`src/inc/qdsr_pkg.sv`:
```
package qdsr_pkg;
  localparam int LANES       = 4;
  localparam int LEN_LONG    = 80;
  localparam int LEN_SHORT   = 64;
  localparam int BUF_DEPTH   = 2;
  localparam int FMIN_KHZ    = 10;
  localparam int FMAX_KHZ    = 5000;
  localparam logic RST_BIT   = 1'h0;
endpackage

```
`src/inc/qdsr_stream_if.sv`:
```
`timescale 1ns/1ps
// Word path from lane array into the output buffer
interface qdsr_stream_if #(parameter int W = 4);
  logic         valid;
  logic         ready;
  logic [W-1:0] data;
  modport src (output valid, output data, input ready);
  modport snk (input valid, input data, output ready);
endinterface

```
`src/hdl/qdsr_top.sv`:
```
`timescale 1ns/1ps
// Quad dynamic serial shift register
module qdsr_top #(
  parameter int LEN = qdsr_pkg::LEN_LONG
) (
  input  wire logic       clk,
  input  wire logic       rst_b,
  input  wire logic       shift_clk,
  input  wire logic [3:0] ser_in,
  input  wire logic [3:0] recirc,
  input  wire logic       out_ready,
  output logic      [3:0] ser_out,
  output logic            out_valid,
  output logic            stall
);
  localparam int N = qdsr_pkg::LANES;

  qdsr_stream_if #(.W(N)) lane_s ();

  logic            sclk_q, ph1_q;
  logic            fall;
  logic [LEN-1:0]  lane_q [N];
  logic [N-1:0]    tail;
  logic [N-1:0]    bout_data;
  logic            bout_valid;
  logic [N-1:0]    ser_out_q;
  logic            out_valid_q, stall_q;

  // Phase one samples the outside clock; a falling edge is phase two
  always_ff @(posedge clk or negedge rst_b) begin
    if (!rst_b) sclk_q <= 1'b0;
    else        sclk_q <= shift_clk;
  end
  always_ff @(posedge clk or negedge rst_b) begin
    if (!rst_b) ph1_q <= 1'b0;
    else        ph1_q <= sclk_q;
  end
  assign fall = ph1_q && !sclk_q;

  // Shift only while the buffer can take the emitted word
  assign lane_s.valid = fall;

  // One lane per generate entry, own recirc select, shared shift enable
  for (genvar g = 0; g < N; g++) begin : g_lane
    assign tail[g] = lane_q[g][LEN-1];
    always_ff @(posedge clk or negedge rst_b) begin
      if (!rst_b) begin
        lane_q[g] <= '0;
      end else if (fall && lane_s.ready) begin
        // Head takes recirculated bit or new data
        lane_q[g] <= {lane_q[g][LEN-2:0],
                      recirc[g] ? tail[g] : ser_in[g]};
      end
    end
  end
  assign lane_s.data = tail;

  qdsr_buf #(.W(N), .DEPTH(qdsr_pkg::BUF_DEPTH)) u_buf (
    .clk       (clk),
    .rst_b     (rst_b),
    .in_s      (lane_s),
    .out_valid (bout_valid),
    .out_data  (bout_data),
    .out_ready (out_ready)
  );

  // Registered outputs
  always_ff @(posedge clk or negedge rst_b) begin
    if (!rst_b) begin
      ser_out_q   <= '0;
      out_valid_q <= 1'b0;
      stall_q     <= 1'b0;
    end else begin
      if (bout_valid && out_ready) ser_out_q <= bout_data;
      out_valid_q <= bout_valid && out_ready;
      stall_q     <= fall && !lane_s.ready;
    end
  end
  assign ser_out   = ser_out_q;
  assign out_valid = out_valid_q;
  assign stall     = stall_q;

  a_shift_head: assert property (@(posedge clk) disable iff (!rst_b)
    fall && lane_s.ready && !recirc[0] |=> lane_q[0][0] == $past(ser_in[0]))
    else $error("head not loaded from input");
  a_recirc_head: assert property (@(posedge clk) disable iff (!rst_b)
    fall && lane_s.ready && recirc[1] |=> lane_q[1][0] == $past(tail[1]))
    else $error("head not recirculated");
  a_hold_idle: assert property (@(posedge clk) disable iff (!rst_b)
    !(fall && lane_s.ready) |=> lane_q[2] == $past(lane_q[2]))
    else $error("lane moved without edge");
  a_fall_edge: assert property (@(posedge clk) disable iff (!rst_b)
    fall |-> $past(shift_clk, 2) && !$past(shift_clk))
    else $error("bad phase detect");
  a_len_delay: assert property (@(posedge clk) disable iff (!rst_b)
    fall && lane_s.ready |=> lane_q[3][LEN-1] == $past(lane_q[3][LEN-2]))
    else $error("lane length wrong");
  c_recirc: cover property (@(posedge clk) fall && recirc[0]);
  c_load:   cover property (@(posedge clk) fall && !recirc[0]);
  c_stall:  cover property (@(posedge clk) fall && !lane_s.ready);
endmodule // qdsr_top

```
`src/hdl/qdsr_buf.sv`:
```
`timescale 1ns/1ps
// Two-entry buffer; holds words while the receiver stalls
module qdsr_buf #(
  parameter int W     = 4,
  parameter int DEPTH = qdsr_pkg::BUF_DEPTH
) (
  input  wire logic         clk,
  input  wire logic         rst_b,
  qdsr_stream_if.snk        in_s,
  output logic              out_valid,
  output logic [W-1:0]      out_data,
  input  wire logic         out_ready
);
  logic [W-1:0] mem_q [DEPTH];
  logic [$clog2(DEPTH)-1:0] wp_q, rp_q;
  logic [$clog2(DEPTH):0]   cnt_q;
  logic push, pop;

  // Handshakes on both sides
  assign in_s.ready = (cnt_q != ($clog2(DEPTH)+1)'(DEPTH));
  assign push       = in_s.valid && in_s.ready;
  assign pop        = out_valid && out_ready;
  assign out_valid  = (cnt_q != '0);
  assign out_data   = mem_q[rp_q];

  // Storage writes
  always_ff @(posedge clk or negedge rst_b) begin
    if (!rst_b) begin
      for (int i = 0; i < DEPTH; i++) mem_q[i] <= '0;
    end else if (push) begin
      mem_q[wp_q] <= in_s.data;
    end
  end

  // Pointers and occupancy
  always_ff @(posedge clk or negedge rst_b) begin
    if (!rst_b) begin
      wp_q  <= '0;
      rp_q  <= '0;
      cnt_q <= '0;
    end else begin
      if (push) wp_q <= wp_q + 1'b1;
      if (pop)  rp_q <= rp_q + 1'b1;
      cnt_q <= cnt_q + ($clog2(DEPTH)+1)'(push)
                     - ($clog2(DEPTH)+1)'(pop);
    end
  end

  a_buf_no_over: assert property (@(posedge clk) disable iff (!rst_b)
    cnt_q <= ($clog2(DEPTH)+1)'(DEPTH))
    else $error("buffer overfilled");
endmodule // qdsr_buf

```
`config.mk`:
```
export PLATFORM = sky130hd
export DESIGN_NAME = qdsr_top
export DESIGN_NICKNAME = d
export VERILOG_FILES = /design/src/inc/qdsr_pkg.sv /design/src/inc/qdsr_stream_if.sv /design/src/hdl/qdsr_top.sv /design/src/hdl/qdsr_buf.sv
export SDC_FILE = /design/constraint.sdc
export NUM_CORES = 1
export LEC_CHECK = 0
export BUFFER_PORTS_ARGS = -buffer_cell sky130_fd_sc_hd__buf_2
export CORE_MARGIN = 2
export CORE_UTILIZATION = 65
export DETAILED_ROUTE_END_ITERATION = 8
export PLACE_DENSITY = 0.88
export SKIP_CTS_REPAIR_TIMING = 1
export SYNTH_ARGS = -nofsm -noshare
export SYNTH_HDL_FRONTEND = slang
export SYNTH_SLANG_ARGS = --single-unit
```
`constraint.sdc`:
```
create_clock -name clk -period 3.45 [get_ports clk]
set_input_delay 0.69 -clock clk [delete_from_list [all_inputs] [get_ports clk]]
set_output_delay 0.69 -clock clk [all_outputs]
set_load 0.005 [all_outputs]
```
### Word level (Yosys, flattened, before mapping)

Cells that the tools add are included.

* mux-type cells: 10
* reduce and logical (&&, ||, !) cells: 8
* magnitude comparators: 3
* equal/unequal tests: 1
* $add $sub $neg: 4
* bitwise operators: 2

Operators with widths (count)
* 4-bit 2-to-1 mux: 4
* 8-bit bitwise mux: 1
* 1-bit logical AND: 5
* 4-bit demux with 1-bit select: 1
* 2-bit greater-or-equal comparator (second input constant): 2
* 1-bit 2-to-1 mux: 4
* 1-bit inverter with 2-bit output: 2
* 1-bit adder (second input constant): 2
* 2-bit by 1-bit adder with 2-bit output: 1
* 1-bit logical NOT: 2
* 2-bit by 1-bit less-than comparator with 1-bit output (second input constant): 1
* 2-bit inequality test (second input constant): 1
* 2-bit nonzero test: 1
* 2-bit by 1-bit subtractor with 2-bit output: 1

* logic and storage cells: 42
* flip-flop bits (word level): 340
* output and inout port bits: 6
* bits of input ports: 12

### Depth between registers and ports, before layout

* depth in word-level cells: 6
* gate-level depth with buffers: 7
* gate-level depth less buffers: 7

### By module

From an unflattened synthesis, not the netlist that was laid out.

* cells, all modules: 740
* area total of the unflattened synthesis: 14037.2 sq um

Modules (own cells, without submodules)
* qdsr_top: area an instance 13452.9 sq um, cells an instance 696, seq. area each 8207.9 sq um, times used 1
* qdsr_buf: area an instance 584.3 sq um, cells an instance 44, seq. area each 300.3 sq um, times used 1

### Least setup slack after synthesis

No wires, ideal clock.

* path type: input -> register
* from: input port out_ready
* to: register u_buf.cnt_q[1]
* data required time: 3327 ps
* arrival time: 1798 ps
* library setup time: 123 ps
* buffers on the path: 0
* setup slack: 1530 ps
* stages on the path: 7
* path through: o21ai_1 > inv_1 > ha_1 > inv_1 > ha_1 > xnor2_1 > xnor2_1

* word-level cells in the longest chain between the ends: 2

RTL lines
* from (decl): RTL line qdsr_top.sv:11 `input wire logic out_ready,`
* 1-bit logical AND: RTL line qdsr_buf.sv:22 `assign pop = out_valid && out_ready;`
* named net u_buf.pop: RTL line qdsr_buf.sv:17 `logic push, pop;`
* 2-bit by 1-bit subtractor with 2-bit output: RTL line qdsr_buf.sv:45 `- ($clog2(DEPTH)+1)'(pop);`
* to (signal assigned): RTL line qdsr_buf.sv:44 `cnt_q <= cnt_q + ($clog2(DEPTH)+1)'(push)`
* to (decl): RTL line qdsr_buf.sv:16 `logic [$clog2(DEPTH):0] cnt_q;`

The timed path passes the listed nets, and every way through them passes these cells.
A chain may end at the register's enable or synchronous reset.

### Worst setup path after layout

* from: register u_buf.cnt_q[1]
* to: register u_buf.cnt_q[1]

* elaborated cells on any way between the ends: 6
* classes of those cells: 2 x add/sub; 1 x eq/ne; 3 x reduce/logical

RTL lines
* 2-bit nonzero test: RTL line qdsr_buf.sv:23 `assign out_valid = (cnt_q != '0);`
* 1-bit logical AND: RTL line qdsr_buf.sv:22
* named net u_buf.pop: RTL line qdsr_buf.sv:17
* 2-bit by 1-bit subtractor with 2-bit output: RTL line qdsr_buf.sv:45

The timed path passes the listed nets, and every way through them passes these cells.

==> results.json <==
{
  "die_y_um": 143.9,
  "r2r-end": "u_buf.cnt_q[1]",
  "finalCritPeriodShare_pct": 62.44,
  "clk_latency_ns": 0.51,
  "cp_cell_sequence": "o21ai_1, inv_1, ha_1, inv_1, ha_1, xnor2_1, xnor2_1",
  "synthFlopType": "dfrtp_1",
  "cp_top_family": "compound AO/OA/AOI/OAI gates",
  "switchingPower_mw": 2.071,
  "gp_congestion": 0.6784,
  "grt_start_max_net_pins": 101,
  "synth.distinct_cells": 21,
  "slowest_delay_ns": 0.57,
  "fmaxAchievable_ghz": 0.4642,
  "wirelength_mm": 18.69,
  "dr.pass1.iters": 4,
  "vias_per_cell": 5.483,
  "crit_path_start_kind": "register",
  "yosysTopAreaCellShare_pct": 66.92,
  "seqPwrFrac_pct": 48.5,
  "hold_viol": 0,
  "intPower_mw": 7.139,
  "rsz0062_at_grt": "no",
  "syn_avg_cell_area_um2": 17.27,
  "tns_ns": 0,
  "p_leak_nw": 7.313,
  "final_common_cell": "dfrtp_1",
  "drc": 0,
  "vdd_drop_max_mv": 0.4156,
  "relSlewSlack_pct": 54.35,
  "syn_inst": 736,
  "drv_slew": 0,
  "htreeDepth": 2,
  "maxCapViolations": 0,
  "yosysTopAreaCell": "dfrtp_1",
  "grt_pass1_vias": 6398,
  "final_cell_area_um2": 14210,
  "antenna_cells": 0,
  "design_power_total_mw": 9.210,
  "power.switching_fraction_pct": 22.49,
  "dp_hpwl_mm": 10.58,
  "placed_area_um2": 13010,
  "io_buffers": 17,
  "async_reset_ff_share_pct": 100.0,
  "cts-buffers-inserted": 34,
  "cts_tree": "built",
  "dieWidth_um": 143.9,
  "cp.required_ns": 3.86,
  "area.growth.synth_to_final_pct": 11.74,
  "slowest_stage": "o21ai_1",
  "rr_startpoint": "u_buf.cnt_q[1]",
  "nets": 777,
  "cts.path.max_buffers": 3,
  "r2r_cells": 7,
  "synth-edff-count": 0,
  "worst-path-buf-inv": 2,
  "ys_top_cells_by_area": "dfrtp_1 67%, mux2_2 26%, mux2_1 3.5%",
  "grt_pass1_wl_mm": 31.49,
  "mappedNetlistArea_um2": 12710,
  "drt_iter0_drc": 308,
  "clock_power_share_pct": 41.5,
  "ys_seq_area_share_pct": 66.92,
  "cp_max_fo": 10,
  "worst_pin_slew_ns": 0.6801,
  "ios": 18,
  "utilization_pct": 73.47,
  "arrival_ns": 2.56,
  "drt-wirelength-per-cell_um": 17.77,
  "grt.total_usage_pct": 19.29,
  "layout_common_cells": "340 x dfrtp_1, 293 x mux2_2, 39 x mux2_1",
  "skew_ns": 0.01979,
  "critPathCaptureType": "register",
  "powerDensity_nw_per_um2": 648.3,
  "yosys_register_bits": 340,
  "comb_power_share_pct": 9.9,
  "status": "finished, final reports clean",
  "cts.sinks": 340,
  "coreArea_um2": 19330,
  "path_class": "reg2reg",
  "regToRegSetupSlack_ns": 1.30,
  "clk_pin_slew_ns": 0.06,
  "num_vias": 5768,
  "overflow": 0,
  "syn-num-nets": 750,
  "hp-class": "in2async",
  "drive_gt1_share_pct": 48.03,
  "drtAntennaViolNets": 0,
  "rows": 51,
  "period_minus_slack_ns": 2.154,
  "yosysWarningCount": 0,
  "finalSetupViolations": 0,
  "die-area_um2": 20690,
  "antenna_found_initial": 0,
  "ctsRootBufferMaster": "clkbuf_16",
  "start_util_pct": 65.75
}
==> cell families (layout without fill, tap and decap cells) <==
group,after synthesis,after routing,share of synthesized area [%]
DFF,340,340,66.92
muxes,336,336,29.72
buffers and inverters,39,90,2.195
and+or+nand+nor,10,10,0.4921
AOI/OAI and AO/OA,5,5,0.1968
xor gates and xnor gates,4,4,0.2756
adders and majority gates,2,2,0.1968
==> worst max-delay path by stage <==
stage	startpoint	endpoint	slack [ns]	cells after the start
finish	u_buf.cnt_q[1]	u_buf.cnt_q[1]	1.30	7
detailed placement	out_ready	u_buf.cnt_q[1]	1.14	8
floorplan	out_ready	u_buf.cnt_q[1]	1.53	7
global placement	out_ready	u_buf.cnt_q[1]	1.30	8
CTS	u_buf.cnt_q[1]	u_buf.cnt_q[1]	1.26	7
global route	u_buf.cnt_q[1]	u_buf.cnt_q[1]	1.09	7
==> layout make-up <==
type / instances / area [µm²]
clock buffer: 50 / 1065
clock inverter: 10 / 131.4
fill: 1103 / 5129
inverter: 3 / 11.26
multi-input combinational: 357 / 3926
sequential: 340 / 8508
tap: 265 / 331.6
timing repair buffer: 27 / 232.7
==> layer usage <==
metal | GRT usage (%) | wire length [µm] | up-vias
met5 | 0 | 0 | -
met4 | 7.946 | 478 | 0
met3 | 3.865 | 598 | 41
met2 | 32.63 | 9696 | 72
met1 | 24.65 | 7919 | 3014
li1 | - | - | 2641
==> worst reg2reg max path: cells and delay by family (launching register included) <==
| family | cells | cell delay, ns |
|---|---|---|
| buffers and inverters | 2 | 0.18 |
| AO/OA/AOI/OAI | 1 | 0.57 |
| XOR/XNOR | 2 | 0.39 |
| flip-flops | 1 | 0.42 |
| adder cells (fa/ha/maj) | 2 | 0.51 |
==> flip-flops by register name, indices dropped and copies added, names as in the netlist <==
name and cells:
ser_out 4, sclk_q 1, lane_q 320, u_buf.rp_q 1
stall 1, u_buf.wp_q 1, out_valid 1, ph1_q 1
u_buf.mem_q 8, u_buf.cnt_q 2
==> cell usage after synthesis, types with 2 or more instances <==
| cell type | instances |
|---|---|
| dfrtp_1 | 340 |
| mux2_2 | 293 |
| mux2_1 | 39 |
| buf_4 | 28 |
| buf_2 | 4 |
| mux2i_1 | 4 |
| nand2_1 | 4 |
| o21ai_0 | 4 |
| buf_6 | 3 |
| inv_1 | 3 |
| xnor2_1 | 3 |
| ha_1 | 2 |
==> power groups by stage <==
| stage | Clock (mW) | Combinational [mW] | Sequential (mW) |
|---|---|---|---|
| 6_report | 3.83 | 0.915 | 4.47 |
| 3_3_place_gp | 0 | 0.865 | 4.51 |
| 3_5_place_dp | 0 | 0.914 | 4.53 |
| 2_1_floorplan | 0 | 0.784 | 4.47 |
| 4_1_cts | 3.90 | 0.935 | 4.47 |
| 5_1_grt | 4.07 | 1.00 | 4.50 |
==> through the flow <==
stage / hold slack (ns) / worst slack, ns / instances
CTS: 0.1773 / 1.265 / 1052
global placement: 0.3733 / 1.303 / 992
floorplan: 0.3456 / 1.530 / 736
global route: 0.2147 / 1.086 / 1052
detailed placement: 0.3785 / 1.136 / 992
finish: 0.1695 / 1.296 / 1052
Note: power is estimated with default switching activity, not from simulation.
